<file path="config.mk">
export PLATFORM = sky130hd
export DESIGN_NAME = ucx_datapath
export DESIGN_NICKNAME = d
export VERILOG_FILES = /design/src/design/ucx_pkg.sv /design/src/design/ucx_buf2.sv /design/src/design/ucx_datapath.sv
export VERILOG_INCLUDE_DIRS = /design/src /design/src/design
export SDC_FILE = /design/constraint.sdc
export NUM_CORES = 1
export LEC_CHECK = 0
export BUFFER_PORTS_ARGS = -buffer_cell sky130_fd_sc_hd__clkbuf_2
export CORE_MARGIN = 5
export CORE_UTILIZATION = 63
export CTS_CLUSTER_SIZE = 12
export DETAILED_ROUTE_END_ITERATION = 10
export GPL_TIMING_DRIVEN = 0
export PLACE_DENSITY = 0.85
export SLEW_MARGIN = 20
export SYNTH_ARGS = -nofsm -noshare
export SYNTH_HDL_FRONTEND = slang
export SYNTH_SLANG_ARGS = --single-unit
</file>
<file path="constraint.sdc">
create_clock -name clk_sys -period 8.5 [get_ports clk_sys]
set_clock_uncertainty 0.2 [all_clocks]
set_input_delay 1.275 -clock clk_sys [delete_from_list [all_inputs] [get_ports clk_sys]]
set_output_delay 1.275 -clock clk_sys [all_outputs]
set_load 0.05 [all_outputs]
</file>
<file path="src/design/ucx_regs.svh">
// Timing counts, size codes and reset values of the serial datapath
`ifndef UCX_REGS_SVH
`define UCX_REGS_SVH

// ****************************************************************
// Oversampling counts
// ****************************************************************
// Ticks of the oversampling strobe per bit are LAST + 1
`define UCX_OVS_LAST 4'hf
// Tick at which the start bit is checked a second time
`define UCX_OVS_MID 4'h7

// ****************************************************************
// Character sizes
// ****************************************************************
`define UCX_CSZ_NINE 3'h7
`define UCX_BITS_MIN 4'h5
`define UCX_BITS_EIGHT 4'h8
`define UCX_BITS_NINE 4'h9
`define UCX_MASK_ALL 9'h1ff

// ****************************************************************
// Reset values
// ****************************************************************
`define UCX_LINE_IDLE 1'b1
`define UCX_TXC_RST 1'b0
`define UCX_EMPTY_RST 1'b1

`endif

</file>
<file path="src/design/ucx_pkg.sv">
// Types shared by the serial datapath modules
package ucx_pkg;

  // Transmitter states
  typedef enum logic [2:0] {
    TX_IDLE = 3'b000,
    TX_START = 3'b001,
    TX_DATA = 3'b010,
    TX_PAR = 3'b011,
    TX_STOP = 3'b100
  } ucx_tx_st_e;

  // Receiver states
  typedef enum logic [2:0] {
    RX_IDLE = 3'b000,
    RX_START = 3'b001,
    RX_DATA = 3'b010,
    RX_PAR = 3'b011,
    RX_STOP = 3'b100
  } ucx_rx_st_e;

  // One character, ninth bit on top
  typedef struct packed {
    logic ninth;
    logic [7:0] value;
  } ucx_char_s;

  // One received frame with the status that travels with it
  typedef struct packed {
    ucx_char_s chr;
    logic frame_error_flag;
    logic overrun_flag;
    logic parity_error_flag;
  } ucx_rx_frame_s;

  // Frame format and enables
  typedef struct packed {
    logic transmitter_enable;
    logic receiver_enable;
    logic parity_enable_bit;
    logic parity_odd;
    logic [2:0] char_size_sel;
    logic two_stop;
    logic sync_mode;
  } ucx_cfg_s;

  // Interrupt enables
  typedef struct packed {
    logic tx_buffer_empty_irq_en;
    logic tx_complete_irq_en;
    logic global_irq_en;
  } ucx_ien_s;

endpackage

</file>
<file path="src/design/ucx_buf2.sv">
// Two-entry receive buffer with valid and ready on both sides
`timescale 1ns/1ns
`default_nettype none

module ucx_buf2 (
  // Clock and reset
  input wire logic clk_sys,
  input wire logic sys_rst,
  input wire logic flush,
  // Filling side
  input wire logic in_valid,
  output logic in_ready,
  input wire ucx_pkg::ucx_rx_frame_s in_data,
  // Draining side
  output logic out_valid,
  input wire logic out_ready,
  output ucx_pkg::ucx_rx_frame_s out_data
);
  import ucx_pkg::*;

  ucx_rx_frame_s s0_q, s0_d, s1_q, s1_d;
  logic v0_q, v0_d, v1_q, v1_d;

  // Head slot feeds the output straight from its flops
  assign out_data = s0_q;
  assign out_valid = v0_q;
  // Full only when the second slot holds a word
  assign in_ready = ~v1_q;

  // Pop moves slot 1 forward, push fills the first free slot
  always_comb begin
    s0_d = s0_q;
    s1_d = s1_q;
    v0_d = v0_q;
    v1_d = v1_q;
    if (v0_q && out_ready) begin
      s0_d = s1_q;
      v0_d = v1_q;
      v1_d = 1'b0;
    end
    if (in_valid && !v1_q) begin
      if (!v0_d) begin
        s0_d = in_data;
        v0_d = 1'b1;
      end else begin
        s1_d = in_data;
        v1_d = 1'b1;
      end
    end
    // Flush drops both words
    if (flush) begin
      v0_d = 1'b0;
      v1_d = 1'b0;
    end
  end

  // Registers
  always_ff @(posedge clk_sys) begin
    if (sys_rst) begin
      s0_q <= '0;
      s1_q <= '0;
      v0_q <= 1'b0;
      v1_q <= 1'b0;
    end else begin
      s0_q <= s0_d;
      s1_q <= s1_d;
      v0_q <= v0_d;
      v1_q <= v1_d;
    end
  end

endmodule
`default_nettype wire

</file>
<file path="src/design/ucx_datapath.sv">
// Serial port transmit and receive datapath
`timescale 1ns/1ns
`default_nettype none
`include "ucx_regs.svh"

module ucx_datapath (
  // Clock and reset
  input wire logic clk_sys,
  input wire logic sys_rst,
  // Configuration and bit-rate strobe
  input wire ucx_pkg::ucx_cfg_s cfg,
  input wire ucx_pkg::ucx_ien_s ien,
  input wire logic ovs_tick,
  // Transmit data register
  input wire logic data_wr_en,
  input wire logic [7:0] data_wr,
  input wire logic tx_ninth_bit,
  input wire logic tx_complete_clr,
  input wire logic txc_irq_ack,
  // Receive data register
  input wire logic data_rd_en,
  output wire ucx_pkg::ucx_rx_frame_s rx_head,
  output wire logic rx_complete_flag,
  // Flags and interrupt requests
  output logic tx_buffer_empty_flag,
  output logic tx_complete_flag,
  output logic irq_tx_empty,
  output logic irq_tx_done,
  // Pins
  input wire logic serial_in_pin,
  input wire logic transfer_clock_pin,
  output logic serial_out_pin,
  output logic serial_out_en,
  output logic serial_in_sel
);
  import ucx_pkg::*;

  // ****************************************************************
  // Helpers
  // ****************************************************************

  // Data bits per character from the size code
  function automatic logic [3:0] ucx_nbits(input logic [2:0] csz);
    logic [3:0] n;
    n = `UCX_BITS_EIGHT;
    if (csz == `UCX_CSZ_NINE) begin
      n = `UCX_BITS_NINE;
    end else if (csz[2] == 1'b0) begin
      n = `UCX_BITS_MIN + {2'b00, csz[1:0]};
    end
    return n;
  endfunction

  // Keeps the low n bits of a character
  function automatic logic [8:0] ucx_mask(input logic [8:0] c,
                                          input logic [3:0] n);
    logic [8:0] m;
    m = `UCX_MASK_ALL >> (`UCX_BITS_NINE - n);
    return c & m;
  endfunction

  // Parity of the used data bits, inverted when odd
  function automatic logic ucx_parity(input logic [8:0] c,
                                      input logic [3:0] n,
                                      input logic odd);
    return (^ucx_mask(c, n)) ^ odd;
  endfunction

  logic [3:0] nbits;
  logic xck_q, xck_d;
  logic xck_rise, xck_fall;
  logic rxd;

  assign nbits = ucx_nbits(cfg.char_size_sel);
  // Pin is synchronous to clk_sys, so one flop is enough for edges
  assign xck_d = transfer_clock_pin;
  assign xck_rise = transfer_clock_pin & ~xck_q;
  assign xck_fall = ~transfer_clock_pin & xck_q;
  // Disabled receiver sees an idle line
  assign rxd = cfg.receiver_enable ? serial_in_pin : `UCX_LINE_IDLE;

  // ****************************************************************
  // Transmitter
  // ****************************************************************

  ucx_tx_st_e tx_st_q, tx_st_d;
  ucx_char_s tbuf_q, tbuf_d;
  logic tbuf_empty_q, tbuf_empty_d;
  logic [8:0] tx_sh_q, tx_sh_d;
  logic [8:0] tx_chr_q, tx_chr_d;
  logic [3:0] tx_bidx_q, tx_bidx_d;
  logic [3:0] tx_cnt_q, tx_cnt_d;
  logic tx_stop2_q, tx_stop2_d;
  logic transmitter_enable_q, transmitter_enable_d;
  logic txc_q, txc_d;
  logic txd_q, txd_d;
  logic tx_tick, tx_load, tx_done, txc_set;

  // Bit period: every 16th strobe, or the falling transfer clock edge
  assign tx_tick = cfg.sync_mode ? xck_fall
                 : (ovs_tick && tx_cnt_q == `UCX_OVS_LAST);
  // Frame ends on the tick of the last stop bit
  assign tx_done = tx_st_q == TX_STOP && tx_tick
                 && !(cfg.two_stop && !tx_stop2_q);
  // Loading only on a bit boundary keeps the start bit full length
  assign tx_load = !tbuf_empty_q && transmitter_enable_q && tx_tick
                 && (tx_st_q == TX_IDLE || tx_done);
  // A write landing on the last stop tick leaves data behind: no complete
  assign txc_set = tx_done && !tx_load && tbuf_empty_d;

  // Next state of the transmit buffer, shifter and flags
  always_comb begin
    tx_st_d = tx_st_q;
    tbuf_d = tbuf_q;
    tbuf_empty_d = tbuf_empty_q;
    tx_sh_d = tx_sh_q;
    tx_chr_d = tx_chr_q;
    tx_bidx_d = tx_bidx_q;
    tx_stop2_d = tx_stop2_q;
    tx_cnt_d = ovs_tick ? tx_cnt_q + 4'h1 : tx_cnt_q;
    // Writes into a full buffer are dropped
    if (data_wr_en && tbuf_empty_q) begin
      tbuf_d = '{ninth: tx_ninth_bit, value: data_wr};
      tbuf_empty_d = 1'b0;
    end
    unique case (tx_st_q)
      TX_IDLE: begin
      end
      TX_START: begin
        if (tx_tick) begin
          tx_st_d = TX_DATA;
        end
      end
      TX_DATA: begin
        if (tx_tick) begin
          tx_sh_d = tx_sh_q >> 1;
          tx_bidx_d = tx_bidx_q + 4'h1;
          if (tx_bidx_q == nbits - 4'h1) begin
            tx_st_d = cfg.parity_enable_bit ? TX_PAR : TX_STOP;
            tx_stop2_d = 1'b0;
          end
        end
      end
      TX_PAR: begin
        if (tx_tick) begin
          tx_st_d = TX_STOP;
        end
      end
      TX_STOP: begin
        if (tx_tick) begin
          tx_stop2_d = 1'b1;
          if (tx_done) begin
            tx_st_d = TX_IDLE;
          end
        end
      end
    endcase
    // A new character enters the shifter, freeing the buffer
    if (tx_load) begin
      tx_st_d = TX_START;
      tx_sh_d = ucx_mask(tbuf_q, nbits);
      tx_chr_d = ucx_mask(tbuf_q, nbits);
      tx_bidx_d = 4'h0;
      tbuf_empty_d = 1'b1;
    end
  end

  // Flags, deferred disable and the line level
  always_comb begin
    // Set wins over both ways of clearing
    txc_d = txc_q;
    if (txc_irq_ack || tx_complete_clr) begin
      txc_d = 1'b0;
    end
    if (txc_set) begin
      txc_d = 1'b1;
    end
    // Enable drops only once nothing is left to send
    transmitter_enable_d = transmitter_enable_q;
    if (cfg.transmitter_enable) begin
      transmitter_enable_d = 1'b1;
    end else if (tx_st_d == TX_IDLE && tbuf_empty_d) begin
      transmitter_enable_d = 1'b0;
    end
    // Line level follows the next state so it lines up with it
    unique case (tx_st_d)
      TX_START: txd_d = 1'b0;
      TX_DATA: txd_d = tx_sh_d[0];
      TX_PAR: txd_d = ucx_parity(tx_chr_d, nbits, cfg.parity_odd);
      default: txd_d = `UCX_LINE_IDLE;
    endcase
  end

  // Transmitter registers
  always_ff @(posedge clk_sys) begin
    if (sys_rst) begin
      tx_st_q <= TX_IDLE;
      tbuf_q <= '0;
      tbuf_empty_q <= `UCX_EMPTY_RST;
      tx_sh_q <= '0;
      tx_chr_q <= '0;
      tx_bidx_q <= 4'h0;
      tx_cnt_q <= 4'h0;
      tx_stop2_q <= 1'b0;
      transmitter_enable_q <= 1'b0;
      txc_q <= `UCX_TXC_RST;
      txd_q <= `UCX_LINE_IDLE;
      xck_q <= 1'b0;
    end else begin
      tx_st_q <= tx_st_d;
      tbuf_q <= tbuf_d;
      tbuf_empty_q <= tbuf_empty_d;
      tx_sh_q <= tx_sh_d;
      tx_chr_q <= tx_chr_d;
      tx_bidx_q <= tx_bidx_d;
      tx_cnt_q <= tx_cnt_d;
      tx_stop2_q <= tx_stop2_d;
      transmitter_enable_q <= transmitter_enable_d;
      txc_q <= txc_d;
      txd_q <= txd_d;
      xck_q <= xck_d;
    end
  end

  // ****************************************************************
  // Receiver
  // ****************************************************************

  ucx_rx_st_e rx_st_q, rx_st_d;
  logic [8:0] rx_sh_q, rx_sh_d;
  logic [3:0] rx_bidx_q, rx_bidx_d;
  logic [3:0] rx_cnt_q, rx_cnt_d;
  logic rx_par_q, rx_par_d;
  logic lost_q, lost_d;
  logic pend_v_q, pend_v_d;
  ucx_rx_frame_s pend_q, pend_d;
  logic buf_ready, rx_samp, pend_free;

  // Mid-bit sample, or the rising transfer clock edge
  assign rx_samp = cfg.sync_mode ? xck_rise
                 : (ovs_tick && rx_cnt_q == `UCX_OVS_LAST);
  // A frame that ends while the previous one still waits on a full buffer is lost
  assign pend_free = !pend_v_q || buf_ready;

  // Next state of the receive shifter and the waiting frame
  always_comb begin
    rx_st_d = rx_st_q;
    rx_sh_d = rx_sh_q;
    rx_bidx_d = rx_bidx_q;
    rx_par_d = rx_par_q;
    lost_d = lost_q;
    pend_d = pend_q;
    pend_v_d = pend_v_q && !buf_ready;
    rx_cnt_d = ovs_tick ? rx_cnt_q + 4'h1 : rx_cnt_q;
    unique case (rx_st_q)
      RX_IDLE: begin
        rx_sh_d = 9'h000;
        rx_bidx_d = 4'h0;
        rx_cnt_d = 4'h0;
        if (!rxd && (cfg.sync_mode ? xck_rise : ovs_tick)) begin
          rx_st_d = cfg.sync_mode ? RX_DATA : RX_START;
        end
      end
      RX_START: begin
        // Start bit must still be low half a bit later
        if (ovs_tick && rx_cnt_q == `UCX_OVS_MID) begin
          rx_cnt_d = 4'h0;
          rx_st_d = rxd ? RX_IDLE : RX_DATA;
        end
      end
      RX_DATA: begin
        if (rx_samp) begin
          rx_sh_d[rx_bidx_q] = rxd;
          rx_bidx_d = rx_bidx_q + 4'h1;
          if (rx_bidx_q == nbits - 4'h1) begin
            rx_st_d = cfg.parity_enable_bit ? RX_PAR : RX_STOP;
          end
        end
      end
      RX_PAR: begin
        if (rx_samp) begin
          rx_par_d = rxd;
          rx_st_d = RX_STOP;
        end
      end
      RX_STOP: begin
        // Only the first stop bit is looked at
        if (rx_samp) begin
          rx_st_d = RX_IDLE;
          if (pend_free) begin
            pend_v_d = 1'b1;
            pend_d.chr = ucx_char_s'(rx_sh_q);
            pend_d.frame_error_flag = !rxd;
            pend_d.overrun_flag = lost_q;
            pend_d.parity_error_flag = cfg.parity_enable_bit
              && (rx_par_q != ucx_parity(rx_sh_q, nbits, cfg.parity_odd));
            lost_d = 1'b0;
          end else begin
            lost_d = 1'b1;
          end
        end
      end
      default: rx_st_d = RX_IDLE;
    endcase
    // Disabling is immediate and drops everything in flight
    if (!cfg.receiver_enable) begin
      rx_st_d = RX_IDLE;
      pend_v_d = 1'b0;
      lost_d = 1'b0;
    end
  end

  // Receiver registers
  always_ff @(posedge clk_sys) begin
    if (sys_rst) begin
      rx_st_q <= RX_IDLE;
      rx_sh_q <= 9'h000;
      rx_bidx_q <= 4'h0;
      rx_cnt_q <= 4'h0;
      rx_par_q <= 1'b0;
      lost_q <= 1'b0;
      pend_v_q <= 1'b0;
      pend_q <= '0;
    end else begin
      rx_st_q <= rx_st_d;
      rx_sh_q <= rx_sh_d;
      rx_bidx_q <= rx_bidx_d;
      rx_cnt_q <= rx_cnt_d;
      rx_par_q <= rx_par_d;
      lost_q <= lost_d;
      pend_v_q <= pend_v_d;
      pend_q <= pend_d;
    end
  end

  // Two-entry FIFO; a read of the data register advances it
  ucx_buf2 u_rx_fifo (
    .clk_sys(clk_sys),
    .sys_rst(sys_rst),
    .flush(!cfg.receiver_enable),
    .in_valid(pend_v_q),
    .in_ready(buf_ready),
    .in_data(pend_q),
    .out_valid(rx_complete_flag),
    .out_ready(data_rd_en),
    .out_data(rx_head)
  );

  // ****************************************************************
  // Outputs
  // ****************************************************************

  // Registered copies so every output comes from a flop
  always_ff @(posedge clk_sys) begin
    if (sys_rst) begin
      tx_buffer_empty_flag <= `UCX_EMPTY_RST;
      tx_complete_flag <= `UCX_TXC_RST;
      irq_tx_empty <= 1'b0;
      irq_tx_done <= 1'b0;
      serial_out_pin <= `UCX_LINE_IDLE;
      serial_out_en <= 1'b0;
      serial_in_sel <= 1'b0;
    end else begin
      tx_buffer_empty_flag <= tbuf_empty_d;
      tx_complete_flag <= txc_d;
      irq_tx_empty <= ien.tx_buffer_empty_irq_en && ien.global_irq_en
                      && tbuf_empty_d;
      irq_tx_done <= ien.tx_complete_irq_en && ien.global_irq_en
                     && txc_d;
      serial_out_pin <= txd_d;
      serial_out_en <= transmitter_enable_d;
      serial_in_sel <= cfg.receiver_enable;
    end
  end
endmodule
`default_nettype wire

</file>
# Word level (Yosys, flattened, before mapping)

Cells that the tools add are included.

Add/sub/neg operators: 7
$lt $le $gt $ge: 2
Equality and inequality tests: 27
Shift operators: 1
Multiplexer cells: 61
Bitwise operators: 11
Reductions and logical operators: 54

Operators with widths:

| cell                                                                   | number |
|---|---|
| 9-bit two-way mux                                                      | 5 |
| 3-bit two-way mux                                                      | 14 |
| 12-bit two-way mux                                                     | 3 |
| 9-bit AND                                                              | 3 |
| 1-bit logical AND                                                      | 23 |
| 1-bit two-way mux                                                      | 23 |
| 4-bit two-way mux                                                      | 5 |
| 3-bit by 2-bit equality test with 1-bit output (second input constant) | 6 |
| 2-bit inequality test (second input constant)                          | 9 |
| 9-bit case mux with 2 select lines                                     | 1 |
| 9-bit XOR reduction                                                    | 2 |
| 4-bit by 1-bit adder with 4-bit output (second input constant)         | 4 |
| 4-bit case mux with 2 select lines                                     | 2 |
| 3-bit case mux with 5 select lines                                     | 1 |
| 3-bit case mux with 4 select lines                                     | 1 |
| 2-bit AND reduction                                                    | 6 |
| 2-bit nonzero test                                                     | 5 |
| 9-bit bitwise mux                                                      | 1 |
| 3-bit by 1-bit equality test with 1-bit output (second input constant) | 3 |
| 3-bit equality test (second input constant)                            | 3 |
| 3-bit zero test                                                        | 3 |
| 9-bit by 4-bit >> shifter with 9-bit output (first input constant)     | 1 |
| 4-bit equality test                                                    | 2 |
| 4-bit equality test (second input constant)                            | 2 |
| 20 further kinds                                                       | 35 |

Flip-flop bits (word level): 108
Input port bits: 30
Output and inout port bits: 20
Word-level logic and storage cells: 204

# Logic depth before layout (Yosys ltp)

Depth in word-level cells: 13
Gate-level depth with buffers: 14

# Cells and area by module

From an unflattened synthesis, not the netlist that was laid out.

Cells, all modules: 620
Area total of the unflattened synthesis: 5,211.2 um2

Modules (own cells, without submodules):

| module       | instances | cells an instance | area each (um2) |
|---|---|---|---|
| ucx_datapath | 1         | 487               | 4,055.1 |
| ucx_buf2     | 1         | 133               | 1,156.1 |

# Worst setup path before layout

OpenSTA, ideal clock, no wires.

Path kind: input port to flip-flop
Start: input cfg[2] in the netlist's numbering
End: register serial_out_pin
Library setup time: 0.120 ns
Arrival time: 4.171 ns
Data required time: 8.180 ns
Slack: 4.009 ns
Cell stages on the path: 14
Buffers on the path: 1
Cell sequence: ha_1 > or2_2 > clkbuf_1 > ha_1 > ha_1 > a21oi_1 > nand2_1 > xnor2_1 > mux2i_1 > xnor2_1 > xnor3_1 > xnor3_1 > o21bai_1 > a211o_1

Cells in the longest elaborated chain, start to end: 11

RTL lines:

| what                                                                                                | line                                     | source |
|---|---|---|
| start, declared                                                                                     | ucx_datapath.sv:11                       | `input wire ucx_pkg::ucx_cfg_s cfg,` |
| 3-bit by 2-bit adder with 4-bit output (no line)                                                    | --                                       |  |
| 4-bit two-way mux                                                                                   | ucx_datapath.sv:48                       | `end else if (csz[2] == 1'b0) begin` |
| 4-bit two-way mux (*)                                                                               | ucx_datapath.sv:46                       | `` if (csz == `UCX_CSZ_NINE) begin `` |
| 4-bit subtractor (no line) / 4-bit by 1-bit subtractor with 4-bit output (equally long branches)    | --                                       |  |
| 9-bit by 4-bit >> shifter with 9-bit output (no line) / 4-bit equality test (equally long branches) | --                                       |  |
| 9-bit AND / 3-bit two-way mux (equally long branches)                                               | ucx_datapath.sv:59, ucx_datapath.sv:138  |  |
| 9-bit two-way mux / 3-bit two-way mux (equally long branches)                                       | ucx_datapath.sv:159, ucx_datapath.sv:135 |  |
| 9-bit AND / 3-bit case mux with 4 select lines (equally long branches)                              | ucx_datapath.sv:59, ucx_datapath.sv:126  |  |
| 9-bit XOR reduction / 3-bit two-way mux (equally long branches)                                     | ucx_datapath.sv:66, ucx_datapath.sv:159  |  |
| 1-bit XOR, or another cell as far along                                                             | ucx_datapath.sv:66                       | `return (^ucx_mask(c, n)) ^ odd;` |
| 1-bit case mux with 3 select lines (*)                                                              | ucx_datapath.sv:186                      | `unique case (tx_st_d)` |
| end signal, assigned                                                                                | ucx_datapath.sv:360                      | `` serial_out_pin <= `UCX_LINE_IDLE; `` |
| end signal, assigned                                                                                | ucx_datapath.sv:370                      | `serial_out_pin <= txd_d;` |
| end, declared                                                                                       | ucx_datapath.sv:32                       | `output logic serial_out_pin,` |

Mark *: on every way between the ends. The rest lies on a longest branch, timed or not.
A chain may end at the register's enable or synchronous reset.

# Worst setup path in the final report

Same ends and word-level chain as after synthesis.

==> flow_summary_export.csv <==
group,metric,value,unit
worst_setup_path,worst-endpoint-required,8560,ps
floorplan,ios,50,
synth,async_flop_share,0,%
clocking,cts_tree,"done",
global_routing,grt_start_max_net_pins,18,
clocking,post_cts_buffers,0,
synth,syn-num-nets,670,
layout,nets,730,
floorplan,die_w,99.9,um
worst_setup_path,r2r_cells,10,
clocking,clk_latency,370,ps
global_routing,grt_pass1_vias,4388,
floorplan,initial_core_util,65.2,%
job,cap_violations,0,
placed_design,dp_hpwl,9190,um
clocking,cts_resized,0,
synth,synth_cells,625,
placed_design,port_buffers,49,
sta,max_freq,215,MHz
worst_setup_path,end_kind,"flop",
synth,synth.top_cell.area_share,42.5,%
hold_path,whs_path_depth,2,
synth,yosys.area.top_type,"dfxtp_1",
floorplan,die_y,99.9,um
sta,hold_violations,0,
worst_setup_path,critPathKind,"in2reg",
synth,synth.area.top_cells,"dfxtp_1, nand2_1, a21oi_1",
placed_design,dp_cells,776,
clocking,cts-root-buf,"clkbuf_8",
synth,synth_edf_count,0,
synth,ys_seq_area_share,42.5,%
global_routing,track_usage,24.8,%
hold_path,hp-class,"reg2reg",
sta,relSlewSlack,51.7,%
floorplan,dieArea,9970,um^2
clocking,h-tree-depth,3,
detailed_routing,wire_per_inst,15.3,um
global_routing,grt-ovfl-total,0,
layout,area.growth.synth_to_final,10.7,%
pwr,power_density,155,nW/um^2
detailed_routing,drc,0,
sta,setup-tns-final,0,ps
placed_design,detailedPlace.worstSlack,3490,ps
clocking,cts_buffers,9,
synth,syn_area_per_cell,8.14,um^2
layout,diodes,0,
pwr,fin_total_pwr,875,uW
detailed_routing,routed_wl,12100,um
placed_design,gp_congestion,0.946,
pwr,power_leakage,2.11,nW
detailed_routing,drt_iter0_drc,257,
clocking,cts-hold-fix-buffers,0,
synth,netlist_top_cells_count,"nand2_1, dfxtp_1, a21oi_1",
worst_setup_path,arrival,4720,ps
detailed_routing,final_antenna_net_count,0,
detailed_routing,viasPerCell,5.85,
sta,maxSlewViolCount,0,
synth,yosysMostFrequentCell,"nand2_1",
global_routing,grt_pass1_wl,20000,um
worst_setup_path,worstPathMaxFanout,7,
clocking,clkSlewWorstSetupHoldPaths,100,ps
clocking,clk_path_buf_depth,2,
synth,ys.flop_type,"dfxtp_1",
global_routing,antenna_found_initial,0,
sta,fin_crit_sh,54.8,%
status,status,"completed",
sta,setup_slack,3840,ps
synth,synth.ff_latch_count,108,
detailed_routing,drtPass1Iterations,5,
sta,rsz0062_at_grt,"no",
layout,finalNonFillerCells,792,
synth,synth_warnings,0,
sta,setup_viol,0,
sta,period_needed,4660,ps
layout,final_layout_size_suffix_gt1_share,11.4,%
floorplan,core_region_area,7810,um^2
clocking,cts.sink_count,108,
sta,tightest_slew,718,ps
synth,yosysUniqueCellTypes,49,
detailed_routing,vias,4636,
synth,syn-cell-area,5090,um^2
pwr,peakVddDrop,106,uV
floorplan,rows,32,
worst_setup_path,start_kind,"primary input",
## routing by layer
metal  global-route usage (%)  share of wire, %  up-vias
met5                        0                 0        -
met4                     11.1               2.4        0
met3                     3.41               5.7       31
met2                     43.6                51      174
met1                     29.9                41     2146
li1                         -                 -     2285
## area by class of cell
class	instances	area [um^2]
sequential	108	2160
multi-input combinational	470	2740
clock inverter	5	38.8
inverter	13	48.8
tap	102	128
clock buffer	11	131
fill	623	2180
buffer	34	136
timing repair buffer	49	245
## where the power goes
part           internal (mW)  switching, mW  total, mW
combinational         0.0283         0.0502     0.0784
clock                  0.107          0.174      0.282
sequential             0.511        0.00393      0.515
total                  0.646          0.229      0.875
## cell usage in the layout, fill, tap and decap left out, drive strengths merged, types with 4 or more instances in the layout
master and count:
a21boi 4, nor2 50, nand2 116, buf 5, dfxtp 108, o21ai 12
ha 15, xnor2 24, xor2 12, mux2 8, inv 13, clkinvlp 4
mux2i 6, nor3 14, clkbuf 89, nor2b 12, a21oi 71, nand2b 15
nand3 45, a31oi 11, nand4 4, a311oi 13
## state kept, by name, indices dropped and copies added, names as in the netlist, 9 cells and up
| signal | flops |
|---|---|
| tbuf_q | 9 |
| rx_sh_q | 9 |
| tx_sh_q | 9 |
| pend_q | 12 |
| u_rx_fifo.out_data | 12 |
| tx_chr_q | 9 |
| u_rx_fifo.s1_q | 12 |
## kinds of logic after synthesis
family	after synthesis	synth area share, %
and+or+nand+nor	274	24.7
AOI/OAI and AO/OA	129	15.4
DFF	108	42.5
buffers and inverters	47	3.64
xor gates and xnor gates	38	7.08
adders and majority gates	15	3.69
muxes	14	2.95
## final timing paths
| kind | endpoint | slack, ps | startpoint |
|---|---|---|---|
| worst max register to register | tx_sh_q[2]$_SDFFE_PP0P_ | 5360 | tx_cnt_q[0]$_SDFFE_PP0P_ |
| worst min-delay path | pend_q[1]$_SDFFE_PP0P_ | 260 | lost_q$_SDFFE_PP0P_ |
| worst max-delay path | serial_out_pin$_SDFF_PP1_ | 3840 | cfg[2] |
| worst min register to register | pend_q[1]$_SDFFE_PP0P_ | 260 | lost_q$_SDFFE_PP0P_ |
## critical path, cell delays in order
cell,delay [ps]
clkbuf_2,110
ha_1,220
or2_2,280
clkbuf_1,190
ha_1,260
ha_1,370
a21oi_1,240
nand2_1,140
xnor2_1,140
mux2i_1,210
xnor2_1,170
xnor3_1,330
xnor3_1,400
o21bai_1,80
a211o_1,290
## metrics by stage
step,utilization (%),instance area [um^2],hold WS [ps]
2_1_floorplan,-,5090,229
3_3_place_gp,69.9,5460,237
3_5_place_dp,69.9,5460,244
4_1_cts,72.1,5630,258
5_1_grt,72.1,5630,280
6_report,72.1,5630,259
Power figures use the tool's default switching activity.
